`config.mk`:
```
export PLATFORM = sky130hd
export DESIGN_NAME = irqps_regs
export DESIGN_NICKNAME = d
export VERILOG_FILES = /design/src/hdl/irqps_pkg.sv /design/src/hdl/irqps_regs.sv
export SDC_FILE = /design/constraint.sdc
export NUM_CORES = 1
export LEC_CHECK = 0
export ABC_CLOCK_PERIOD_IN_PS = 6030
export BUFFER_PORTS_ARGS = -buffer_cell sky130_fd_sc_hd__buf_2
export CORE_MARGIN = 8
export CORE_UTILIZATION = 45
export CTS_CLUSTER_SIZE = 24
export DETAILED_ROUTE_END_ITERATION = 12
export SETUP_SLACK_MARGIN = 0.15
export SYNTH_ARGS = -nofsm -noshare
export SYNTH_HDL_FRONTEND = slang
export SYNTH_SLANG_ARGS = --single-unit
export TNS_END_PERCENT = 10
```
`constraint.sdc`:
```
create_clock -name aclk -period 6.03 [get_ports aclk]
set_input_delay 0.3015 -clock aclk [delete_from_list [all_inputs] [get_ports aclk]]
set_output_delay 0.3015 -clock aclk [all_outputs]
set_load 0.01 [all_outputs]
```
`src/hdl/irqps_pkg.sv`:
```
// Register map, field layout and reset values of the priority and system register block
//
// Contract
// Four two-bit level fields per register, reset zero
// Level zero most urgent, three least urgent
// Low register holds levels of interrupts 24-27
// High register holds 28-31, decoded at 0x031C
// Reserved bits read zero, writes ignored
// Identification at 0x0000, control-state at 0x0004
// Reset control at 0x000C, resets to 0xFA05_0000
// System control 0x0010, handler priorities 0x001C/0x0020
// Fixed implementer and part fields, 23:20 zero
// Architecture 19:16 and revision 3:0, revision resets zero
// Processor uses aligned 32-bit word accesses only
`default_nettype none

package irqps_pkg;

    // Bus geometry
    localparam int unsigned ADDR_W = 12;
    localparam int unsigned DATA_W = 32;
    localparam int unsigned STRB_W = 4;

    // Window bases: interrupt controller and system control space
    localparam logic [11:0] NVIC_BASE = 12'h000;
    localparam logic [11:0] SCS_BASE  = 12'hd00;

    // Interrupt controller offsets
    localparam logic [11:0] OFF_IRQ24_27 = 12'h318;
    localparam logic [11:0] OFF_IRQ28_31 = 12'h31c;

    // System control space offsets
    localparam logic [11:0] OFF_ID    = 12'h000;
    localparam logic [11:0] OFF_ICSR  = 12'h004;
    localparam logic [11:0] OFF_AIRCR = 12'h00c;
    localparam logic [11:0] OFF_SCR   = 12'h010;
    localparam logic [11:0] OFF_SHPR2 = 12'h01c;
    localparam logic [11:0] OFF_SHPR3 = 12'h020;

    // Reset values
    localparam logic [31:0] ICSR_RST  = 32'h0000_0000;
    localparam logic [31:0] AIRCR_RST = 32'hfa05_0000;
    localparam logic [31:0] SCR_RST   = 32'h0000_0000;
    localparam logic [31:0] SHPR_RST  = 32'h0000_0000;
    localparam logic [1:0]  LEVEL_RST = 2'h0;
    localparam logic [3:0]  REV_RST   = 4'h0;

    // Priority field layout
    localparam int unsigned NUM_IRQ    = 8;
    localparam int unsigned PER_REG    = 4;
    localparam int unsigned LEVEL_W    = 2;
    localparam int unsigned LEVEL_LSB  = 6;
    localparam int unsigned LEVEL_STEP = 8;
    localparam logic [4:0]  IRQ_FIRST  = 5'h18;

    // Identification field positions
    localparam int unsigned IMPL_LSB = 24;
    localparam int unsigned ARCH_LSB = 16;
    localparam int unsigned PART_LSB = 4;
    localparam int unsigned REV_LSB  = 0;

    // Identity defaults (values are arbitrary)
    localparam logic [7:0]  IMPL_DEFAULT = 8'h5a;
    localparam logic [11:0] PART_DEFAULT = 12'h123;
    localparam logic [3:0]  ARCH_DEFAULT = 4'h1;

    // Bus responses
    localparam logic [1:0] RESP_OKAY   = 2'h0;
    localparam logic [1:0] RESP_DECERR = 2'h3;

    // Register selected by an address
    typedef enum logic [3:0] {
        REG_NONE,
        REG_ID,
        REG_ICSR,
        REG_AIRCR,
        REG_SCR,
        REG_SHPR2,
        REG_SHPR3,
        REG_PRI_LO,
        REG_PRI_HI
    } irqps_reg_e;

    typedef logic [1:0] irqps_level_t;

    // Arbitration result
    typedef struct packed {
        logic         valid;
        logic [4:0]   id;
        irqps_level_t level;
    } irqps_win_s;

endpackage

`default_nettype wire

```
`src/hdl/irqps_regs.sv`:
```
// Priority registers for interrupts 24-31 and the system control register map
`default_nettype none

module irqps_regs #(
    parameter logic [7:0]  IMPLEMENTER_CODE = irqps_pkg::IMPL_DEFAULT,
    parameter logic [11:0] PART_NUMBER      = irqps_pkg::PART_DEFAULT,
    parameter logic [3:0]  ARCH_CODE_RST    = irqps_pkg::ARCH_DEFAULT
) (
    // Clock and reset
    input  wire logic                         aclk,
    input  wire logic                         aresetn,

    // Write address channel
    input  wire logic [irqps_pkg::ADDR_W-1:0] awaddr,
    input  wire logic                         awvalid,
    output logic                              awready,

    // Write data channel
    input  wire logic [irqps_pkg::DATA_W-1:0] wdata,
    input  wire logic [irqps_pkg::STRB_W-1:0] wstrb,
    input  wire logic                         wvalid,
    output logic                              wready,

    // Write response channel
    output logic [1:0]                        bresp,
    output logic                              bvalid,
    input  wire logic                         bready,

    // Read address channel
    input  wire logic [irqps_pkg::ADDR_W-1:0] araddr,
    input  wire logic                         arvalid,
    output logic                              arready,

    // Read data channel
    output logic [irqps_pkg::DATA_W-1:0]      rdata,
    output logic [1:0]                        rresp,
    output logic                              rvalid,
    input  wire logic                         rready,

    // Interrupt side: pending lines 24-31 and their levels
    input  wire logic [7:0]                   irq_pending,
    output irqps_pkg::irqps_level_t [7:0]     level_irq,
    output irqps_pkg::irqps_win_s             win
);

    // Stored state
    logic [irqps_pkg::ADDR_W-1:0] aw_addr_q;
    logic                         aw_full_q;
    logic [irqps_pkg::DATA_W-1:0] w_data_q;
    logic [irqps_pkg::STRB_W-1:0] w_strb_q;
    logic                         w_full_q;
    logic                         bvalid_q;
    logic [1:0]                   bresp_q;
    logic                         rvalid_q;
    logic [1:0]                   rresp_q;
    logic [31:0]                  rdata_q;

    logic [31:0]                  icsr_q;
    logic [31:0]                  aircr_q;
    logic [31:0]                  scr_q;
    logic [31:0]                  shpr2_q;
    logic [31:0]                  shpr3_q;
    logic [3:0]                   arch_q;
    logic [3:0]                   rev_q;
    irqps_pkg::irqps_level_t [7:0] level_q;
    irqps_pkg::irqps_win_s        win_q;
    irqps_pkg::irqps_win_s        win_d;

    // Decode and datapath wires
    irqps_pkg::irqps_reg_e        wr_sel;
    irqps_pkg::irqps_reg_e        rd_sel;
    logic                         wr_fire;
    logic                         rd_fire;
    logic [31:0]                  wr_mask;
    logic [31:0]                  rd_word;

    // Maps a byte address onto a register
    function automatic irqps_pkg::irqps_reg_e decode(input logic [11:0] a);
        irqps_pkg::irqps_reg_e s;
        s = irqps_pkg::REG_NONE;
        if (a == irqps_pkg::SCS_BASE + irqps_pkg::OFF_ID) begin
            s = irqps_pkg::REG_ID;
        end else if (a == irqps_pkg::SCS_BASE + irqps_pkg::OFF_ICSR) begin
            s = irqps_pkg::REG_ICSR;
        end else if (a == irqps_pkg::SCS_BASE + irqps_pkg::OFF_AIRCR) begin
            s = irqps_pkg::REG_AIRCR;
        end else if (a == irqps_pkg::SCS_BASE + irqps_pkg::OFF_SCR) begin
            s = irqps_pkg::REG_SCR;
        end else if (a == irqps_pkg::SCS_BASE + irqps_pkg::OFF_SHPR2) begin
            s = irqps_pkg::REG_SHPR2;
        end else if (a == irqps_pkg::SCS_BASE + irqps_pkg::OFF_SHPR3) begin
            s = irqps_pkg::REG_SHPR3;
        end else if (a == irqps_pkg::NVIC_BASE + irqps_pkg::OFF_IRQ24_27) begin
            s = irqps_pkg::REG_PRI_LO;
        end else if (a == irqps_pkg::NVIC_BASE + irqps_pkg::OFF_IRQ28_31) begin
            s = irqps_pkg::REG_PRI_HI;
        end
        return s;
    endfunction

    // Merges written bytes into a stored word
    function automatic logic [31:0] merge(input logic [31:0] old, input logic [31:0] m);
        return (old & ~m) | (w_data_q & m);
    endfunction

    // Handshake outputs
    assign awready = !aw_full_q;
    assign wready  = !w_full_q;
    assign arready = !rvalid_q;
    assign bvalid  = bvalid_q;
    assign bresp   = bresp_q;
    assign rvalid  = rvalid_q;
    assign rresp   = rresp_q;
    assign rdata   = rdata_q;
    assign level_irq = level_q;
    assign win       = win_q;

    // Commit once both halves of a write are held and no answer is owed
    assign wr_fire = aw_full_q && w_full_q && !bvalid_q;
    assign rd_fire = arvalid && !rvalid_q;
    assign wr_sel  = decode(aw_addr_q);
    assign rd_sel  = decode(araddr);

    // Byte strobes widened to a bit mask; word writes are the normal case
    assign wr_mask = {{8{w_strb_q[3]}}, {8{w_strb_q[2]}},
                      {8{w_strb_q[1]}}, {8{w_strb_q[0]}}};

    // Write address holding stage
    always_ff @(posedge aclk) begin
        if (!aresetn) begin
            aw_full_q <= 1'b0;
            aw_addr_q <= 12'h000;
        end else if (awvalid && !aw_full_q) begin
            aw_full_q <= 1'b1;
            aw_addr_q <= awaddr;
        end else if (wr_fire) begin
            aw_full_q <= 1'b0;
        end
    end

    // Write data holding stage
    always_ff @(posedge aclk) begin
        if (!aresetn) begin
            w_full_q <= 1'b0;
            w_data_q <= 32'h0000_0000;
            w_strb_q <= 4'h0;
        end else if (wvalid && !w_full_q) begin
            w_full_q <= 1'b1;
            w_data_q <= wdata;
            w_strb_q <= wstrb;
        end else if (wr_fire) begin
            w_full_q <= 1'b0;
        end
    end

    // Write response; unmapped addresses answer with a decode error
    always_ff @(posedge aclk) begin
        if (!aresetn) begin
            bvalid_q <= 1'b0;
            bresp_q  <= irqps_pkg::RESP_OKAY;
        end else if (wr_fire) begin
            bvalid_q <= 1'b1;
            bresp_q  <= (wr_sel == irqps_pkg::REG_NONE) ? irqps_pkg::RESP_DECERR
                                                        : irqps_pkg::RESP_OKAY;
        end else if (bready) begin
            bvalid_q <= 1'b0;
        end
    end

    // System control space storage
    always_ff @(posedge aclk) begin
        if (!aresetn) begin
            icsr_q  <= irqps_pkg::ICSR_RST;
            aircr_q <= irqps_pkg::AIRCR_RST;
            scr_q   <= irqps_pkg::SCR_RST;
            shpr2_q <= irqps_pkg::SHPR_RST;
            shpr3_q <= irqps_pkg::SHPR_RST;
        end else if (wr_fire) begin
            case (wr_sel)
                irqps_pkg::REG_ICSR:  icsr_q  <= merge(icsr_q, wr_mask);
                irqps_pkg::REG_AIRCR: aircr_q <= merge(aircr_q, wr_mask);
                irqps_pkg::REG_SCR:   scr_q   <= merge(scr_q, wr_mask);
                irqps_pkg::REG_SHPR2: shpr2_q <= merge(shpr2_q, wr_mask);
                irqps_pkg::REG_SHPR3: shpr3_q <= merge(shpr3_q, wr_mask);
                default: ;
            endcase
        end
    end

    // Writable identification fields: architecture and revision
    always_ff @(posedge aclk) begin
        if (!aresetn) begin
            arch_q <= ARCH_CODE_RST;
            rev_q  <= irqps_pkg::REV_RST;
        end else if (wr_fire && wr_sel == irqps_pkg::REG_ID) begin
            if (w_strb_q[2]) begin
                arch_q <= w_data_q[irqps_pkg::ARCH_LSB +: 4];
            end
            if (w_strb_q[0]) begin
                rev_q <= w_data_q[irqps_pkg::REV_LSB +: 4];
            end
        end
    end

    // One level field per interrupt; only the field bits are stored
    for (genvar g = 0; g < 8; g++) begin : g_level
        localparam int unsigned POS = irqps_pkg::LEVEL_STEP * (g % irqps_pkg::PER_REG)
                                      + irqps_pkg::LEVEL_LSB;
        localparam irqps_pkg::irqps_reg_e HOME = (g < irqps_pkg::PER_REG)
                                      ? irqps_pkg::REG_PRI_LO
                                      : irqps_pkg::REG_PRI_HI;
        always_ff @(posedge aclk) begin
            if (!aresetn) begin
                level_q[g] <= irqps_pkg::LEVEL_RST;
            end else if (wr_fire && wr_sel == HOME && w_strb_q[g % irqps_pkg::PER_REG]) begin
                level_q[g] <= w_data_q[POS +: irqps_pkg::LEVEL_W];
            end
        end
    end

    // Read word assembly; reserved bits stay zero
    always_comb begin
        rd_word = 32'h0000_0000;
        case (rd_sel)
            irqps_pkg::REG_ID: begin
                rd_word[irqps_pkg::IMPL_LSB +: 8]  = IMPLEMENTER_CODE;
                rd_word[irqps_pkg::ARCH_LSB +: 4]  = arch_q;
                rd_word[irqps_pkg::PART_LSB +: 12] = PART_NUMBER;
                rd_word[irqps_pkg::REV_LSB +: 4]   = rev_q;
            end
            irqps_pkg::REG_ICSR:  rd_word = icsr_q;
            irqps_pkg::REG_AIRCR: rd_word = aircr_q;
            irqps_pkg::REG_SCR:   rd_word = scr_q;
            irqps_pkg::REG_SHPR2: rd_word = shpr2_q;
            irqps_pkg::REG_SHPR3: rd_word = shpr3_q;
            irqps_pkg::REG_PRI_LO: begin
                for (int i = 0; i < 4; i++) begin
                    rd_word[irqps_pkg::LEVEL_STEP*i + irqps_pkg::LEVEL_LSB +: 2]
                        = level_q[i];
                end
            end
            irqps_pkg::REG_PRI_HI: begin
                for (int i = 0; i < 4; i++) begin
                    rd_word[irqps_pkg::LEVEL_STEP*i + irqps_pkg::LEVEL_LSB +: 2]
                        = level_q[i + 4];
                end
            end
            default: rd_word = 32'h0000_0000;
        endcase
    end

    // Read answer, registered on the same edge that takes the address
    always_ff @(posedge aclk) begin
        if (!aresetn) begin
            rvalid_q <= 1'b0;
            rresp_q  <= irqps_pkg::RESP_OKAY;
            rdata_q  <= 32'h0000_0000;
        end else if (rd_fire) begin
            rvalid_q <= 1'b1;
            rdata_q  <= rd_word;
            rresp_q  <= (rd_sel == irqps_pkg::REG_NONE) ? irqps_pkg::RESP_DECERR
                                                        : irqps_pkg::RESP_OKAY;
        end else if (rready) begin
            rvalid_q <= 1'b0;
        end
    end

    // Most urgent pending interrupt; lower level wins, ties go to lower number
    always_comb begin
        win_d = '0;
        for (int i = 0; i < 8; i++) begin
            if (irq_pending[i] && (!win_d.valid || level_q[i] < win_d.level)) begin
                win_d.valid = 1'b1;
                win_d.id    = irqps_pkg::IRQ_FIRST + 5'(i);
                win_d.level = level_q[i];
            end
        end
    end

    // Registered arbitration result
    always_ff @(posedge aclk) begin
        if (!aresetn) begin
            win_q <= '0;
        end else begin
            win_q <= win_d;
        end
    end

endmodule

`default_nettype wire

```
==> results of run 1 <==
[cell type report]
class                      instances  area share (%)
timing repair buffer             175            7.36
inverter                          10           0.308
tap                              335            3.03
clock inverter                     6           0.788
multi-input combinational       1020            42.5
clock buffer                      41            6.01
sequential                       276            40.0
[through the flow]
step                utilization [%]  power, uW  cells  worst slack (ns)  area, um2
finish                         53.3       3860   1863             0.850      13800
global route                   53.3       4000   1863             0.352      13800
CTS                            53.3       3890   1863             0.921      13800
detailed placement             48.9       2110   1796             0.882      12700
global placement               48.9       2110   1796              1.06      12700
floorplan                         -       2040   1404              1.50      11800
[cells in the mapped netlist, drive strengths merged (5+ instances only)]
| master | instances |
|---|---|
| a21oi | 168 |
| o31ai | 6 |
| mux2i | 116 |
| clkbuf | 78 |
| o21ai | 24 |
| a31oi | 25 |
| nor2 | 168 |
| nand2b | 5 |
| buf | 20 |
| inv | 9 |
| nor2b | 10 |
| a221oi | 16 |
| a221o | 10 |
| nand3 | 77 |
| a22o | 6 |
| a222oi | 15 |
| dfxtp | 276 |
| nor3 | 13 |
| a22oi | 20 |
| nand2 | 262 |
| or3 | 6 |
[worst paths after layout]
| check | start | end | cells after the start |
|---|---|---|---|
| worst min register to register | flip-flop | flip-flop | 2 |
| worst max register to register | level_irq[1]$_SDFFE_PN0P_ | win[0]$_SDFF_PN0_ | 25 |
| worst min-delay path | wstrb[3] | w_strb_q[3]$_SDFFE_PN0P_ | 3 |
| worst max-delay path | level_irq[1]$_SDFFE_PN0P_ | win[0]$_SDFF_PN0_ | 25 |
[layer usage]
metal	global-route usage [%]	vias up	share of wire (%)
li1	-	5142	-
met1	29.3	5082	47
met2	33.6	350	44
met3	3.49	54	7.2
met4	5.80	0	2.1
met5	0	-	0
[cell families after synthesis]
| kind of cell | after synthesis |
|---|---|
| mux | 116 |
| flops | 276 |
| fa+ha+maj | 5 |
| xor+xnor | 1 |
| simple gates | 578 |
| buf+inv | 108 |
| compound gates | 320 |
[placed cells by master, fill, tap and decap left out, types with 4 or more instances in the layout]
| master | netlist | layout |
|---|---|---|
| sky130_fd_sc_hd__nand2b_1 | 5 | 5 |
| sky130_fd_sc_hd__o31ai_1 | 5 | 4 |
| sky130_fd_sc_hd__a221oi_1 | 16 | 16 |
| sky130_fd_sc_hd__buf_4 | 5 | 16 |
| sky130_fd_sc_hd__clkbuf_1 | 77 | 6 |
| sky130_fd_sc_hd__a31oi_1 | 25 | 25 |
| sky130_fd_sc_hd__dfxtp_1 | 276 | 276 |
| sky130_fd_sc_hd__inv_1 | 9 | 9 |
| sky130_fd_sc_hd__nand2_1 | 258 | 257 |
| sky130_fd_sc_hd__buf_2 | 12 | 139 |
| sky130_fd_sc_hd__or3_1 | 6 | 6 |
| sky130_fd_sc_hd__dlygate4sd3_1 | 0 | 20 |
| sky130_fd_sc_hd__a21boi_0 | 4 | 4 |
| sky130_fd_sc_hd__a222oi_1 | 15 | 15 |
| sky130_fd_sc_hd__a221o_1 | 10 | 10 |
| sky130_fd_sc_hd__a22o_1 | 6 | 6 |
| sky130_fd_sc_hd__nor2_1 | 163 | 163 |
| sky130_fd_sc_hd__nor2b_1 | 10 | 9 |
| sky130_fd_sc_hd__clkbuf_16 | 0 | 29 |
| sky130_fd_sc_hd__clkbuf_8 | 1 | 6 |
| sky130_fd_sc_hd__a21oi_1 | 168 | 168 |
| sky130_fd_sc_hd__mux2i_1 | 116 | 116 |
| sky130_fd_sc_hd__a22oi_1 | 20 | 20 |
| sky130_fd_sc_hd__nor2_2 | 5 | 4 |
| sky130_fd_sc_hd__ha_1 | 4 | 4 |
| sky130_fd_sc_hd__o21ai_0 | 23 | 23 |
| sky130_fd_sc_hd__nand3_1 | 77 | 77 |
| sky130_fd_sc_hd__nand2_2 | 4 | 5 |
| sky130_fd_sc_hd__nor3_1 | 10 | 10 |
[worst max-delay path, stage by stage (launching register included)]
cell and delay (ns):
sky130_fd_sc_hd__dfxtp_1 0.40, sky130_fd_sc_hd__nand2_1 0.14, sky130_fd_sc_hd__ha_1 0.23, sky130_fd_sc_hd__nand2b_1 0.17
sky130_fd_sc_hd__a21oi_1 0.34, sky130_fd_sc_hd__o21ai_0 0.20, sky130_fd_sc_hd__a22oi_1 0.18, sky130_fd_sc_hd__nor2_1 0.10
sky130_fd_sc_hd__o2bb2ai_1 0.24, sky130_fd_sc_hd__ha_1 0.27, sky130_fd_sc_hd__nor2_1 0.13, sky130_fd_sc_hd__o21ai_0 0.21
sky130_fd_sc_hd__o211ai_1 0.18, sky130_fd_sc_hd__nand2_1 0.09, sky130_fd_sc_hd__ha_1 0.22, sky130_fd_sc_hd__nor4bb_1 0.31
sky130_fd_sc_hd__nor2b_1 0.16, sky130_fd_sc_hd__o21ai_0 0.11, sky130_fd_sc_hd__and2_1 0.21, sky130_fd_sc_hd__a31oi_1 0.20
sky130_fd_sc_hd__ha_1 0.23, sky130_fd_sc_hd__nor2_1 0.05, sky130_fd_sc_hd__o21ai_0 0.18, sky130_fd_sc_hd__o41a_4 0.23
sky130_fd_sc_hd__nor2_1 0.05, sky130_fd_sc_hd__a211oi_1 0.22
[timing repair]
item                                   4_1_cts  5_1_grt
endpoints found under the hold margin       20        0
buffers inserted                             0        0
resized for setup                            0        0
hold buffers                                20        0
[power by group]
part           switching, uW  total, uW  internal, uW  leakage [uW]
Combinational            127        197          70.0       0.00319
Clock                    707       1780          1070      0.000462
Sequential              37.6       1890          1850       0.00223
Total                    871       3860          2990       0.00589
==> summary.md, run 1 <==
| Metric | Value |
|---|---|
| Via count normalized by instance count | 5.70 |
| Critical path endpoint category | flip-flop |
| Share of synthesized area occupied by flip-flops and latches | 46.8% |
| Min Clock Period, post-route | 5.18 ns |
| Worst-case hold slack | 0.00766 ns |
| Fraction of synthesis flops using an asynchronous set or reset pin | 0% |
| Cell type contributing the most total cell area after synthesis | sky130_fd_sc_hd__dfxtp_1 |
| Die W | 178 um |
| Compound-Gate Fraction of Synth Area | 17.1% |
| Post-Synth Adder-Cell Area | 0.508% |
| Xor/xnor cell area share of the yosys netlist | 0.0741% |
| Largest net degree at the start of global routing | 105 |
| Post-synth design cell area | 0.0118 mm2 |
| Die outline height | 178 um |
| H-tree depth reported by CTS | 1 |
| Clk sink count | 276 |
| Routed WL per cell | 18.6 um |
| Via count of the first global-routing pass | 10200 |
| Part of the cycle the worst path needs | 85.9% |
| Minimum setup slack among reg-to-reg paths | 0.85 ns |
| Nets in the synthesized netlist | 1483 |
| Area share of the leading cell type in the synthesized netlist | 46.8% |
| Worst slew margin | 33.8% |
| Max Clock Skew | 0.0226 ns |
| Count of antenna-violating nets left after detailed routing | 0 |
| Area occupied by multi-input gates | 0.00587 mm2 |
| Path type of the worst setup path | flip-flop to flip-flop |
| Placement row count | 59 |
| First DRT Iteration DRCs | 1072 |
| Half-perimeter wire length of the detailed placement result | 22000 um |
| Crit path arrival time | 5.62 ns |
| Final RePlAce weighted congestion | 0.873 |
| Startpoint types | flip-flop |
| Static leakage | 0.00589 uW |
| Number of enable flip-flop cells after synthesis | 0 |
| Proportion of layout cells with a drive suffix above 1 | 15.1% |
| Nets | 1591 |
| Number of diodes | 0 |
| Max-cap violations | 0 |
| Top cells by area, synth | sky130_fd_sc_hd__dfxtp_1 47%, sky130_fd_sc_hd__mux2i_1 9.8%, sky130_fd_sc_hd__nand2_1 8.2%, sky130_fd_sc_hd__a21oi_1 7.1%, sky130_fd_sc_hd__nor2_1 5.2% |
| YS warnings | 0 |
| Library cells used by synthesis | 73 |
| Setup TNS | 0 ns |
| GR Overflow Total | 0 |
| First-pass detailed-route iteration total | 7 |
| Upper clock frequency limit | 193 MHz |
| CTS tree | done |
| Vias after detailed routing | 10600 |
| Worst-path clk slew | 0.06 ns |
| Synthesized instance count | 1404 |
| # IOs | 140 |
| Total count of hold-check failures in the final report | 0 |
| Post-synthesis register bit count | 276 |
| Combinational family with the most area after synthesis | simple AND/OR/NAND/NOR gates |
| Total GRT Usage | 21.2% |
| Initial antenna violation count | 0 |
| Main synth FF type | sky130_fd_sc_hd__dfxtp_1 |
| Routed wire length | 34600 um |
| Slew at the pin closest to its max-slew limit | 0.990 ns |
| Storage element area | 0.00553 mm2 |
| Initial Util | 45.6% |
| Largest fanout on the critical path | 7 |
| Maximum clock insertion buffer count | 3 |
| Path type of the worst min-delay path | input pin to flip-flop |
| Count of final max-slew check failures | 0 |
| Critical path data required time | 6.47 ns |
| Total setup violations reported at the end of the flow | 0 |
| Clock tree root buffer cell | sky130_fd_sc_hd__clkbuf_16 |
| Port buffer count | 139 |
| Insertion delay of the later-clocked pin in the worst-skew pair | 0.55 ns |
| Outcome | finished, final reports clean |
| Mean Syn Cell Area | 8.41 um2 |
| Global-route wire length before repair | 54900 um |
| RSZ-0062 raised after global routing | false |
| Mux contribution to synthesized area | 9.83% |
| Die footprint | 0.0317 mm2 |
| DRC violation count after routing | 0 |
| Maximum VDD drop | 0.000197 V |
| Layout filler cell count | 2465 |
| Power Dens Cells | 280 mW/mm2 |
| Simple-gate area share of the yosys netlist | 21.7% |
| Total core area | 0.0259 mm2 |
| Number of buffers inserted during clock tree synthesis | 29 |
| Area Overhead vs Synth | 16.9% |
Power figures use the tool's default switching activity.
==> run 2: changes to the inputs <==
- CORE_UTILIZATION: 45 -> 54
- CTS_CLUSTER_SIZE: 24 -> unset
- PLACE_DENSITY: unset -> 0.75
==> summary.md, run 2 (synthesized netlist as in run 1, its figures left out) <==
| Metric | Value |
|---|---|
| Biggest cell delay along the critical path | 0.55 ns (was 0.40 ns) |
| Path type of the worst setup path | flip-flop to flip-flop (unchanged) |
| Startpoint types | flip-flop (unchanged) |
| Met1 Track Usage GR | 30.9% (was 29.3%) |
| Setup TNS | 0 ns (unchanged) |
| Number of instances resized during post-cts repair | 0 (unchanged) |
| Count of final max-slew check failures | 0 (unchanged) |
| Final RePlAce weighted congestion | 0.935 (was 0.873) |
| Total GRT Usage | 23.5% (was 21.2%) |
| Maximum VDD drop | 0.000224 V (was 0.000197 V) |
| Via count of the first global-routing pass | 10200 (about the same) |
| Placement row count | 54 (was 59) |
| Crit path arrival time | 5.60 ns (was 5.62 ns) |
| Port buffer count | 139 (unchanged) |
| Routed WL per cell | 17.9 um (was 18.6 um) |
| Nets | 1601 (was 1591) |
| Power Dens Cells | 276 mW/mm2 (was 280 mW/mm2) |
| Max Clock Skew | 0.0121 ns (was 0.0226 ns) |
| # IOs | 140 (unchanged) |
| Total core area | 0.0216 mm2 (was 0.0259 mm2) |
| Largest fanout on the critical path | 7 (unchanged) |
| Most common cell type on the critical path | sky130_fd_sc_hd__ha_1 |
| Part of the cycle the worst path needs | 85.5% (was 85.9%) |
| Number of buffers inserted during clock tree synthesis | 28 (was 29) |
| Proportion of layout cells with a drive suffix above 1 | 15.0% (was 15.1%) |
| Top library cells by usage in the layout, fill and taps aside | 276 x sky130_fd_sc_hd__dfxtp_1, 258 x sky130_fd_sc_hd__nand2_1, 168 x sky130_fd_sc_hd__a21oi_1 (was 276 x sky130_fd_sc_hd__dfxtp_1, 257 x sky130_fd_sc_hd__nand2_1, 168 x sky130_fd_sc_hd__a21oi_1) |
| Global-route wire length before repair | 52200 um (was 54900 um) |
| CTS tree | done (unchanged) |
| Half-perimeter wire length of the detailed placement result | 21100 um (was 22000 um) |
| Area Overhead vs Synth | 17.0% (was 16.9%) |
| Clk sink count | 276 (unchanged) |
| Number of diodes | 0 (unchanged) |
| Met2 track demand over resource in global routing | 39.1% (was 33.6%) |
| Most common cell after layout, fill and taps aside | sky130_fd_sc_hd__dfxtp_1 (unchanged) |
| Maximum clock insertion buffer count | 3 (unchanged) |
| Die W | 164 um (was 178 um) |
| Clock tree root buffer cell | sky130_fd_sc_hd__clkbuf_16 (unchanged) |
| H-tree depth reported by CTS | 1 (unchanged) |
| Min Clock Period, post-route | 5.16 ns (was 5.18 ns) |
| Post-CTS Setup Repair Bufs | 0 (unchanged) |
| Gr busiest metal | met2 (unchanged) |
| Met3 track demand over resource | 3.58% (was 3.49%) |
| Insertion delay of the later-clocked pin in the worst-skew pair | 0.54 ns (was 0.55 ns) |
| Initial antenna violation count | 0 (unchanged) |
| Routed wire length | 32600 um (was 34600 um) |
| Worst slew margin | 18.8% (was 33.8%) |
| Outcome | finished, final reports clean (unchanged) |
| RSZ-0062 raised after global routing | false (unchanged) |
| Vias after detailed routing | 10800 (was 10600) |
| GR Overflow Total | 0 (unchanged) |
| Slew at the pin closest to its max-slew limit | 1.21 ns (was 0.990 ns) |
| Slowest cell on the critical path | sky130_fd_sc_hd__or4b_1 (was sky130_fd_sc_hd__dfxtp_1) |
| Upper clock frequency limit | 194 MHz (was 193 MHz) |
| Via count normalized by instance count | 5.92 (was 5.70) |
| Cells traversed along the worst timing path | nand2_1 > ha_1 > a21boi_0 > o211ai_1 > o21ai_0 > a22oi_1 > nor2_1 > o2bb2ai_1 > ha_1 > or4b_1 > o211ai_1 > nand2_1 > ha_1 > nor4bb_1 > nor2b_1 > o21ai_0 > and2_1 > a31oi_1 > ha_1 > nor2_1 > o21ai_0 > o41a_4 > nor2_1 > a211oi_1 |
| First-pass detailed-route iteration total | 7 (unchanged) |
| Initial Util | 54.6% (was 45.6%) |
| Count of antenna-violating nets left after detailed routing | 0 (unchanged) |
| DRC violation count after routing | 0 (unchanged) |
| Layout filler cell count | 1833 (was 2465) |
| Die footprint | 0.0269 mm2 (was 0.0317 mm2) |
| Die outline height | 164 um (was 178 um) |
| Total setup violations reported at the end of the flow | 0 (unchanged) |
| Static leakage | 0.00592 uW (was 0.00589 uW) |
| First DRT Iteration DRCs | 1139 (was 1072) |
| Total count of hold-check failures in the final report | 0 (unchanged) |
| Critical path endpoint category | flip-flop (unchanged) |
| Hold bufs inserted after CTS | 30 (was 20) |
| Overall Power | 3810 uW (was 3860 uW) |
| Critical path data required time | 6.47 ns (about the same) |
| Path type of the worst min-delay path | input pin to flip-flop (unchanged) |
| Largest net degree at the start of global routing | 110 (was 105) |
| Max-cap violations | 0 (unchanged) |
| Worst-path clk slew | 0.06 ns (about the same) |
## run 2: cell types whose count changed in the layout (fill, tap and decap cells not counted), sizes merged
cell         previous run  this run
clkbuf                 41        45
dlygate4sd3            20        31
bufinv                  3         1
clkinvlp                0         1
clkinv                  2         3
## run 2: worst paths after layout
check	cells after the start	end	slack (ns)	startpoint
setup / recovery	24	win[0]$_SDFF_PN0_	0.87	level_irq[1]$_SDFFE_PN0P_
hold / removal	3	aw_addr_q[1]$_SDFFE_PN0P_	0.01	awaddr[1]
setup reg to reg	24	win[0]$_SDFF_PN0_	0.87	level_irq[1]$_SDFFE_PN0P_
hold reg to reg	2	flip-flop	0.45	flip-flop
## run 2: routing by layer
| layer | up-vias | share of wire [%] | routed length (um) |
|---|---|---|---|
| li1 | 5195 | - | - |
| met1 | 5109 | 44 | 14300 |
| met2 | 425 | 46 | 15000 |
| met3 | 67 | 7.9 | 2570 |
| met4 | 0 | 2.2 | 727 |
| met5 | - | 0 | 0 |
## run 2: worst max-delay path: cells and delay by family, from the launching register on
kind	cells	cell delay [ns]
and+or+nand+nor	9	1.80
AOI/OAI and AO/OA	11	1.99
DFF	1	0.38
adders and majority gates	4	0.91
## run 2: stage by stage
stage	cells	util (%)	hold WS, ns	cell area [um2]	setup WS (ns)
2_1_floorplan	1404	-	0.401	11800	1.50
3_3_place_gp	1741	58.2	0.438	12600	1.10
3_5_place_dp	1741	58.2	0.446	12600	0.890
4_1_cts	1822	63.9	0.000395	13800	0.971
5_1_grt	1823	63.9	0.0126	13800	0.445
6_report	1823	63.9	0.0100	13800	0.873
## run 2: layout make-up
| cell class | instances | area (um2) | area share (%) |
|---|---|---|---|
| Multi-Input combinational cell | 1020 | 5850 | 42.3 |
| Clock inverter | 6 | 61.3 | 0.443 |
| Clock buffer | 45 | 866 | 6.26 |
| Inverter | 10 | 42.5 | 0.308 |
| Sequential cell | 276 | 5530 | 40.0 |
| Tap cell | 280 | 350 | 2.53 |
| Timing Repair Buffer | 186 | 1130 | 8.14 |
## run 2: report_power, final
group	total (uW)	internal [uW]	switching [uW]
Clock	1720	1020	702
Combinational	198	74.8	123
Sequential	1890	1850	38.8
